==> src/supervisor_pkg.sv <==
package supervisor_pkg;

	// serial command opcodes
	localparam logic [7:0] OP_LATCH_SET   = 8'h06;
	localparam logic [7:0] OP_LATCH_CLEAR = 8'h04;
	localparam logic [7:0] OP_READ_STATUS = 8'h05;
	localparam logic [7:0] OP_WRITE_STAT  = 8'h01;
	localparam logic [3:0] OP_WRITE_LO    = 4'h2;
	localparam logic [3:0] OP_READ_LO     = 4'h3;
	localparam logic [3:0] OP_HI_NIBBLE   = 4'h0;

	// trip threshold programming addresses and data
	localparam logic [7:0] TRIP_RAISE_ADDR   = 8'h01;
	localparam logic [7:0] TRIP_RESTORE_ADDR = 8'h03;
	localparam logic [7:0] TRIP_DATA         = 8'h00;

	// status field positions and reset value
	localparam int         SR_WIP_BIT   = 0;
	localparam int         SR_LATCH_BIT = 1;
	localparam int         SR_BL_LO     = 2;
	localparam int         SR_WD_LO     = 4;
	localparam logic [3:0] NV_DEFAULT   = 4'hC;

	// period select encodings
	localparam logic [1:0] WD_SEL_1400 = 2'h0;
	localparam logic [1:0] WD_SEL_600  = 2'h1;
	localparam logic [1:0] WD_SEL_200  = 2'h2;

	// timing in ms and derived cycle counts at 25 MHz
	localparam int CLK_KHZ       = 25000;
	localparam int RESET_HOLD_MS = 200;
	localparam int WD_1400_MS    = 1400;
	localparam int WD_600_MS     = 600;
	localparam int WD_200_MS     = 200;
	localparam int WRITE_MS      = 5;
	localparam int RESET_HOLD_CYC = RESET_HOLD_MS * CLK_KHZ;
	localparam int WD_1400_CYC    = WD_1400_MS * CLK_KHZ;
	localparam int WD_600_CYC     = WD_600_MS * CLK_KHZ;
	localparam int WD_200_CYC     = WD_200_MS * CLK_KHZ;
	localparam int WRITE_CYC      = WRITE_MS * CLK_KHZ;

	typedef enum logic [1:0] {ST_OPCODE, ST_ADDR, ST_DATA, ST_READ} serial_state_t;

	// status of the serial pins after synchronising
	typedef struct packed {
		logic sck;
		logic sel_n;
		logic din;
		logic wp_n;
	} pin_sample_t;

endpackage : supervisor_pkg

==> src/pin_sync.sv <==
`timescale 1ns/1ps
// two-stage synchroniser for a group of asynchronous pins
module pin_sync
(
	// clock and reset
	input  wire logic                         clk,
	input  wire logic                         rst,
	// pins in, samples out
	input  wire supervisor_pkg::pin_sample_t  raw,
	output      supervisor_pkg::pin_sample_t  sync
);
	supervisor_pkg::pin_sample_t stage1;
	supervisor_pkg::pin_sample_t next_stage1;
	supervisor_pkg::pin_sample_t next_sync;

	// idle values: deselected, clock low, write-protect high
	localparam supervisor_pkg::pin_sample_t pin_idle =
		'{sck: 1'b0, sel_n: 1'b1, din: 1'b0, wp_n: 1'b1};

	always_comb
	begin
		next_stage1 = rst ? pin_idle : raw;
		next_sync   = rst ? pin_idle : stage1;
	end

	// stage1 feeds only the second stage
	always_ff @(posedge clk)
	begin
		stage1 <= next_stage1;
		sync   <= next_sync;
	end

endmodule : pin_sync

==> src/supervisor_watchdog_reset.sv <==
`timescale 1ns/1ps
// Summary of operation
// - select high deselects, output floats
// - deselected means standby unless write busy
// - output bits change on clock falling edge
// - input bits sampled on clock rising edge
// - ignore activity before first select fall
// - write-protect low blocks all nonvolatile writes
// - protect falling during write command aborts
// - started nonvolatile cycle always completes
// - supply low asserts reset, 200ms release
// - power-up holds reset for 200ms
// - select stuck beyond period trips reset
// - each select fall restarts watchdog
// - two retained bits choose watchdog period
// - raise sequence stores zero at location one
// - restore sequence stores zero at three
// - select codes 1.4s, 600ms, 200ms, off
// - writes need write latch set first
module supervisor_watchdog_reset
(
	// clock and reset
	input  wire logic        REF_CLK,
	input  wire logic        SRST,
	// serial pins
	input  wire logic        SEL_KICK_N,
	input  wire logic        SCK,
	input  wire logic        SDI,
	input  wire logic        WRITE_PROTECT_N,
	output      logic        SDO,
	output      logic        SDO_OE,
	// supply monitor and programming
	input  wire logic        SUPPLY_LOW,
	input  wire logic        PROGRAMMING_VOLTAGE,
	output      logic        SYS_RESET,
	output      logic        STANDBY,
	output      logic        NV_BUSY,
	output      logic [1:0]  TRIP_THRESHOLD,
	// array write side effect
	output      logic        ARRAY_WE,
	output      logic [8:0]  ARRAY_ADDR,
	output      logic [7:0]  ARRAY_DATA
);
	supervisor_pkg::pin_sample_t pins;
	supervisor_pkg::pin_sample_t prev;
	supervisor_pkg::pin_sample_t next_prev;
	logic supply_s1, supply_s2, next_supply_s1, next_supply_s2;
	logic prog_s1, prog_s2, next_prog_s1, next_prog_s2;
	// idle pin levels, so no false edge follows reset
	localparam supervisor_pkg::pin_sample_t pin_idle =
		'{sck: 1'b0, sel_n: 1'b1, din: 1'b0, wp_n: 1'b1};

	pin_sync u_sync
	(
		.clk (REF_CLK),
		.rst (SRST),
		.raw ('{sck: SCK, sel_n: SEL_KICK_N, din: SDI, wp_n: WRITE_PROTECT_N}),
		.sync(pins)
	);

	// double registered analog indications
	always_comb
	begin
		next_supply_s1 = SRST ? 1'b1 : SUPPLY_LOW;
		next_supply_s2 = SRST ? 1'b1 : supply_s1;
		next_prog_s1   = SRST ? 1'b0 : PROGRAMMING_VOLTAGE;
		next_prog_s2   = SRST ? 1'b0 : prog_s1;
		next_prev      = SRST ? pin_idle : pins;
	end
	always_ff @(posedge REF_CLK)
	begin
		supply_s1 <= next_supply_s1;
		supply_s2 <= next_supply_s2;
		prog_s1   <= next_prog_s1;
		prog_s2   <= next_prog_s2;
		prev      <= next_prev;
	end

	wire sck_rise = pins.sck & ~prev.sck;
	wire sck_fall = ~pins.sck & prev.sck;
	wire sel_fall = ~pins.sel_n & prev.sel_n;
	wire sel_rise = pins.sel_n & ~prev.sel_n;

	// serial engine state
	supervisor_pkg::serial_state_t state, next_state;
	logic        armed, next_armed;
	logic [2:0]  bitcnt, next_bitcnt;
	logic [7:0]  shreg, next_shreg;
	logic [7:0]  opcode, next_opcode;
	logic [7:0]  addr, next_addr;
	logic        a8, next_a8;
	logic [7:0]  wdata, next_wdata;
	logic        got_data, next_got_data;
	logic        latch, next_latch;
	logic [3:0]  nv_bits = supervisor_pkg::NV_DEFAULT;
	logic [3:0]  next_nv_bits;
	logic [7:0]  outreg, next_outreg;
	logic        busy, next_busy;
	logic [22:0] wcnt, next_wcnt;
	logic        pend_trip, next_pend_trip;
	logic        trip_raise, next_trip_raise;
	logic        progging, next_progging;
	logic [1:0]  trip = 2'h0;
	logic [1:0]  next_trip;
	logic        sdo_r, next_sdo_r, sdo_oe_r, next_sdo_oe_r;
	logic        we_r, next_we_r;
	logic [8:0]  waddr_r, next_waddr_r;
	logic [7:0]  wd_r, next_wd_r;

	// status byte as shifted out to the host
	function automatic logic [7:0] status_byte(input logic [3:0] nv, input logic wl, input logic b);
		status_byte = {2'h0, nv, 2'h0};
		status_byte[supervisor_pkg::SR_LATCH_BIT] = wl;
		status_byte[supervisor_pkg::SR_WIP_BIT]   = b;
	endfunction : status_byte

	wire [7:0] sh_in = {shreg[6:0], pins.din};
	wire       byte_done = sck_rise & (bitcnt == 3'h7);

	always_comb
	begin
		next_state = state; next_armed = armed; next_bitcnt = bitcnt;
		next_shreg = shreg; next_opcode = opcode; next_addr = addr; next_a8 = a8;
		next_wdata = wdata; next_got_data = got_data; next_latch = latch;
		next_nv_bits = nv_bits; next_outreg = outreg; next_busy = busy;
		next_wcnt = wcnt; next_pend_trip = pend_trip; next_trip_raise = trip_raise;
		next_progging = progging; next_trip = trip; next_sdo_r = sdo_r;
		next_sdo_oe_r = ~pins.sel_n & armed;
		next_we_r = 1'b0; next_waddr_r = waddr_r; next_wd_r = wd_r;
		if (sel_fall)
		begin
			next_armed = 1'b1;
			next_state = supervisor_pkg::ST_OPCODE;
			next_bitcnt = 3'h0;
			next_got_data = 1'b0;
		end
		else if (!pins.sel_n && armed)
		begin
			if (sck_rise)
			begin
				next_shreg = sh_in;
				next_bitcnt = bitcnt + 3'h1;
			end
			if (byte_done)
			begin
				case (state)
					supervisor_pkg::ST_OPCODE:
					begin
						next_opcode = sh_in;
						next_a8 = sh_in[3];
						if (sh_in == supervisor_pkg::OP_READ_STATUS)
						begin
							next_outreg = status_byte(nv_bits, latch, busy);
							next_state = supervisor_pkg::ST_READ;
						end
						else if (sh_in == supervisor_pkg::OP_WRITE_STAT)
							next_state = supervisor_pkg::ST_DATA;
						else
							next_state = supervisor_pkg::ST_ADDR;
					end
					supervisor_pkg::ST_ADDR:
					begin
						next_addr = sh_in;
						next_state = supervisor_pkg::ST_DATA;
					end
					supervisor_pkg::ST_DATA:
					begin
						if (!got_data)
							next_wdata = sh_in;
						next_got_data = 1'b1;
					end
					default: next_state = state;
				endcase
			end
			if (sck_fall && state == supervisor_pkg::ST_READ)
			begin
				next_sdo_r = outreg[7];
				next_outreg = {outreg[6:0], outreg[0]};
			end
			if (!pins.wp_n)
				next_got_data = 1'b0;
		end
		// a lone opcode byte leaves the engine waiting for an address
		else if (sel_rise && armed && state == supervisor_pkg::ST_ADDR && bitcnt == 3'h0)
		begin
			if (opcode == supervisor_pkg::OP_LATCH_SET)
				next_latch = 1'b1;
			else if (opcode == supervisor_pkg::OP_LATCH_CLEAR)
				next_latch = 1'b0;
		end
		else if (sel_rise && got_data && latch && pins.wp_n && !busy
			&& bitcnt == 3'h0)
		begin
			next_latch = 1'b0;
			next_busy = 1'b1;
			next_wcnt = 23'(supervisor_pkg::WRITE_CYC);
			if (opcode == supervisor_pkg::OP_WRITE_STAT)
				next_nv_bits = wdata[supervisor_pkg::SR_BL_LO +: 4];
			else if (opcode[7:4] == supervisor_pkg::OP_HI_NIBBLE
				&& opcode[2:0] == supervisor_pkg::OP_WRITE_LO[2:0])
			begin
				next_we_r = 1'b1;
				next_waddr_r = {a8, addr};
				next_wd_r = wdata;
				if (prog_s2 && wdata == supervisor_pkg::TRIP_DATA && !a8
					&& (addr == supervisor_pkg::TRIP_RAISE_ADDR
					|| addr == supervisor_pkg::TRIP_RESTORE_ADDR))
				begin
					next_pend_trip = 1'b1;
					next_trip_raise = (addr == supervisor_pkg::TRIP_RAISE_ADDR);
				end
			end
		end
		if (!pins.wp_n)
			next_latch = 1'b0;
		// a started cycle ignores the protect pin until done
		if (busy)
		begin
			next_wcnt = wcnt - 23'h1;
			if (wcnt == 23'h0)
				next_busy = 1'b0;
		end
		if (pend_trip)
		begin
			next_pend_trip = 1'b0;
			next_progging = 1'b1;
		end
		if (progging && !pins.wp_n)
		begin
			next_progging = 1'b0;
			next_trip = trip_raise ? 2'h2 : 2'h1;
		end
		if (SRST)
		begin
			next_state = supervisor_pkg::ST_OPCODE; next_armed = 1'b0; next_bitcnt = 3'h0;
			next_latch = 1'b0; next_busy = 1'b0; next_got_data = 1'b0;
			next_pend_trip = 1'b0; next_progging = 1'b0; next_sdo_oe_r = 1'b0;
			next_we_r = 1'b0;
		end
	end

	// nonvolatile bits and trip setting survive the synchronous reset
	always_ff @(posedge REF_CLK)
	begin
		state <= next_state; armed <= next_armed; bitcnt <= next_bitcnt;
		shreg <= next_shreg; opcode <= next_opcode; addr <= next_addr; a8 <= next_a8;
		wdata <= next_wdata; got_data <= next_got_data; latch <= next_latch;
		nv_bits <= next_nv_bits; outreg <= next_outreg; busy <= next_busy;
		wcnt <= next_wcnt; pend_trip <= next_pend_trip; trip_raise <= next_trip_raise;
		progging <= next_progging; trip <= next_trip; sdo_r <= next_sdo_r;
		sdo_oe_r <= next_sdo_oe_r; we_r <= next_we_r; waddr_r <= next_waddr_r;
		wd_r <= next_wd_r;
	end

	// watchdog and reset-delay timers on the internal timebase
	logic [25:0] wd_cnt, next_wd_cnt;
	logic [22:0] hold_cnt, next_hold_cnt;
	logic        rst_out, next_rst_out;
	wire  [1:0]  wd_sel = nv_bits[3:2];

	function automatic logic [25:0] wd_limit(input logic [1:0] s);
		if (s == supervisor_pkg::WD_SEL_1400)
			wd_limit = 26'(supervisor_pkg::WD_1400_CYC);
		else if (s == supervisor_pkg::WD_SEL_600)
			wd_limit = 26'(supervisor_pkg::WD_600_CYC);
		else
			wd_limit = 26'(supervisor_pkg::WD_200_CYC);
	endfunction : wd_limit

	always_comb
	begin
		next_wd_cnt = (sel_fall || rst_out) ? 26'h0 : wd_cnt + 26'h1;
		next_hold_cnt = hold_cnt;
		next_rst_out = rst_out;
		if (supply_s2)
		begin
			next_rst_out = 1'b1;
			next_hold_cnt = 23'h0;
		end
		else if (wd_sel != 2'h3 && wd_cnt >= wd_limit(wd_sel))
		begin
			next_rst_out = 1'b1;
			next_hold_cnt = 23'h0;
		end
		else if (rst_out)
		begin
			next_hold_cnt = hold_cnt + 23'h1;
			if (hold_cnt >= 23'(supervisor_pkg::RESET_HOLD_CYC - 1))
				next_rst_out = 1'b0;
		end
		if (SRST)
		begin
			next_wd_cnt = 26'h0;
			next_hold_cnt = 23'h0;
			next_rst_out = 1'b1;
		end
	end
	always_ff @(posedge REF_CLK)
	begin
		wd_cnt <= next_wd_cnt;
		hold_cnt <= next_hold_cnt;
		rst_out <= next_rst_out;
	end

	// registered outputs
	logic standby_r, next_standby_r;
	always_comb next_standby_r = SRST ? 1'b1 : (pins.sel_n & ~busy);
	always_ff @(posedge REF_CLK) standby_r <= next_standby_r;

	assign SDO = sdo_r;
	assign SDO_OE = sdo_oe_r;
	assign SYS_RESET = rst_out;
	assign STANDBY = standby_r;
	assign NV_BUSY = busy;
	assign TRIP_THRESHOLD = trip;
	assign ARRAY_WE = we_r;
	assign ARRAY_ADDR = waddr_r;
	assign ARRAY_DATA = wd_r;

endmodule : supervisor_watchdog_reset

==> config.mk <==
export PLATFORM = sky130hd
export DESIGN_NAME = supervisor_watchdog_reset
export DESIGN_NICKNAME = d
export VERILOG_FILES = /design/src/supervisor_pkg.sv /design/src/pin_sync.sv /design/src/supervisor_watchdog_reset.sv
export SDC_FILE = /design/constraint.sdc
export NUM_CORES = 1
export LEC_CHECK = 0
export BUFFER_PORTS_ARGS = -buffer_cell sky130_fd_sc_hd__buf_2
export CORE_AREA = 10 10 180 182
export CTS_BUF_LIST = sky130_fd_sc_hd__clkbuf_16
export DETAILED_ROUTE_END_ITERATION = 10
export DIE_AREA = 0 0 190 192
export GPL_TIMING_DRIVEN = 0
export MAX_ROUTING_LAYER = met4
export RECOVER_POWER = 50
export SLEW_MARGIN = 20
export SYNTH_ARGS = -nofsm -noshare
export SYNTH_HDL_FRONTEND = slang
export SYNTH_SLANG_ARGS = --single-unit
==> constraint.sdc <==
create_clock -name REF_CLK -period 5.62 [get_ports REF_CLK]
set_input_delay 1.124 -clock REF_CLK [delete_from_list [all_inputs] [get_ports REF_CLK]]
set_output_delay 1.124 -clock REF_CLK [all_outputs]
set_load 0.02 [all_outputs]
==> metrics.yaml <==
status:
  outcome: "finished clean"
sta:
  min_period_over_period: 0.525
  worst_pin_slew_ps: 1040
  setup_tns_ps: 0
  report.final.setup_viol: 0
  clock.fmax_mhz: 339
  worst_clock_skew_ps: 13.9
  slew_headroom: 0.299
  timing_hold_violations_final: 0
  timing.final.max_slew_violations: 0
  finalCriticalPeriod_ps: 2950
  rsz0062_at_grt: "no"
  worst_slack_ps: 2670
synth:
  synth.cell_area_um2: 7120
  prevailing_post_synth_register_cell: "sky130_fd_sc_hd__edfxtp_1"
  synth-edff-count: 87
  async_flop_share: 0
  synth.ff_latch_count: 165
  post_synth_inst_count: 616
  avgSynthCellArea_um2: 11.6
  post_synth_num_cell_types: 58
  yosys_warnings: 0
  synth-seq-area-share: 0.586
  syn_nets: 643
layout:
  mostFrequentLayoutCells: "sky130_fd_sc_hd__edfxtp_1, sky130_fd_sc_hd__dfxtp_1, sky130_fd_sc_hd__nor2_1, sky130_fd_sc_hd__nor3_1, sky130_fd_sc_hd__xor2_1"
  most_frequent_standard_cell_in_the_layout_excluding_fill_and_tap_cells: "sky130_fd_sc_hd__edfxtp_1"
  finalNetCount: 694
  postLayoutCellArea_um2: 8310
  layout_cell_share_with_drive_strength_beyond_1: 0.122
  antenna_cells: 0
  area_delta_synth_final_pct: 16.7
clock_network:
  max-clock-path-buffers: 2
  cts_hold_buffers: 0
  cts_htree_levels: 4
  clkLatencyLatePin_ps: 430
  cts_post_setup_buffers_inserted: 0
  cts_sinks: 165
  cts_tree: "built"
  cts_root_buf: "sky130_fd_sc_hd__clkbuf_16"
  ctsResizeCount: 0
  path_clk_slew_ps: 60
  cts-buffers-inserted: 17
global_routing:
  via_count_of_the_first_global_routing_pass: 4533
  largest_net_degree_at_the_start_of_global_routing: 24
  antenna_violations_before_repair: 0
  grt_first_pass_wirelength_um: 22800
  grt-ovfl-total: 0
  grt_util_all_layers: 0.0793
pwr:
  totalPowerFinal_mw: 2.44
  p_leak_nw: 2.69
  power_switching_share: 0.200
  power.internal_mw: 1.95
  power_per_cell_area_nw_per_um2: 293
  switchingPower_mw: 0.488
  combPwrFrac: 0.008
  pwr-share-seq: 0.519
  vdd_drop_max_mv: 0.207
  clockPowerShare: 0.473
routing:
  drt_iter0_drc: 204
  postRouteWirelength_um: 13800
  vias: 4626
  drt-wirelength-per-cell_um: 13.0
  final_antenna_net_count: 0
  firstDrtPassIters: 5
  routed_via_density: 4.35
  route.detailed.drc: 0
placed_design:
  portBuffers: 32
  place_hpwl_um: 9640
  routabilityCongestion: 0.749
  detailed_place.area_um2: 7770
  place_ws_ps: 2860
worst_setup_path:
  timing.critical_path.required_ps: 5680
  timing.reg2reg.worst_path_depth: 5
  cp-start-kind: "flip-flop"
  crit_path_end_kind: "flip-flop"
  type_of_the_worst_setup_path: "flip-flop to flip-flop"
  worst-endpoint-arrival_ps: 3010
  worst_path_max_fanout: 10
floorplanning:
  fp-row-count: 62
  initial_utilization: 0.249
  floorplan_die_height_um: 192
  design.die.area_um2: 36500
  die_x_extent_um: 190
  io_pins: 33
  core_region_area_um2: 28600
flow_run:
  max_cap_violations: 0
hold_path:
  hold_path.class: "flip-flop to flip-flop"
  worst_hold_path.num_cells: 1
==> path summary, 6_finish.rpt <==
path                          from             end  slack (ps)
setup reg to reg    u_sync.sync[2]       opcode[1]        2670
setup / recovery    u_sync.sync[2]       opcode[1]        2670
hold reg to reg   u_sync.stage1[0]  u_sync.sync[0]         410
hold / removal    u_sync.stage1[0]  u_sync.sync[0]         410
==> cells in the mapped netlist, drive strengths merged, types with 12 or more instances <==
cell     n  area share
edfxtp  87        0.37
dfxtp   78        0.22
nor2    75       0.040
nor3    41       0.033
xor2    33       0.041
xnor2   29       0.036
nand2   27       0.014
nand3   27       0.019
ha      19       0.033
inv     15      0.0079
nand4   15       0.013
nor2b   15       0.013
or2     14       0.012
clkbuf  13      0.0068
a21oi   12      0.0084
nor4    12       0.017
==> metal layers <==
metal / wire (um) / GRT usage
met1: 6740 / 0.0980
met2: 6340 / 0.118
met3: 422 / 0.0232
met4: 305 / 0.0339
met5: 0 / -
==> per-stage QoR <==
| stage | instances | hold slack [ps] | utilization |
|---|---|---|---|
| 2_1_floorplan | 616 | 389 | - |
| 3_3_place_gp | 1032 | 393 | 0.271 |
| 3_5_place_dp | 1032 | 393 | 0.271 |
| 4_1_cts | 1064 | 408 | 0.292 |
| 5_1_grt | 1064 | 422 | 0.290 |
| 6_report | 1064 | 407 | 0.290 |
==> worst max-delay path, cell delays in order, from the launching register on <==
cell,delay [ps]
sky130_fd_sc_hd__dfxtp_1,350
sky130_fd_sc_hd__nand2b_1,210
sky130_fd_sc_hd__nor3b_1,660
sky130_fd_sc_hd__nor2b_1,730
sky130_fd_sc_hd__nand2_1,110
sky130_fd_sc_hd__nor2_1,530
==> power groups by stage <==
stage	combinational, mW	sequential (mW)	clock (mW)
6_report	0.0194	1.26	1.15
5_1_grt	0.0221	1.26	1.24
4_1_cts	0.0201	1.26	1.19
3_5_place_dp	0.0200	1.29	0
3_3_place_gp	0.0197	1.29	0
2_1_floorplan	0.0131	1.29	0
==> kinds of logic (layout without fill, tap and decap cells) <==
| logic type | after synthesis | in the layout | synth area share |
|---|---|---|---|
| adder cells (fa/ha/maj) | 20 | 20 | 0.0348 |
| multiplexers | 5 | 5 | 0.00703 |
| AO/OA/AOI/OAI | 47 | 47 | 0.0478 |
| flip-flops | 165 | 165 | 0.586 |
| AND/OR/NAND/NOR | 282 | 282 | 0.225 |
| buffers and inverters | 35 | 99 | 0.0235 |
| XOR/XNOR | 62 | 62 | 0.0762 |
==> state kept, by name, indices dropped and copies added, names as in the netlist, 7 cells and up <==
signal      cells
ARRAY_ADDR      9
wdata           8
hold_cnt       23
shreg           7
wcnt           23
outreg          8
wd_cnt         26
addr            8
ARRAY_DATA      8
opcode          8
==> cell type report <==
cell class / instances / area [um2]
plain buffers: 18 / 91.3
multi-input cells: 416 / 2760
clock buffers: 18 / 450
inverters: 17 / 68.8
fillers: 2943 / 20300
repair buffers: 32 / 149
flip-flops and latches: 165 / 4170
well taps: 384 / 480
clock inverters: 14 / 135
Note: power is estimated with default switching activity, not from simulation.
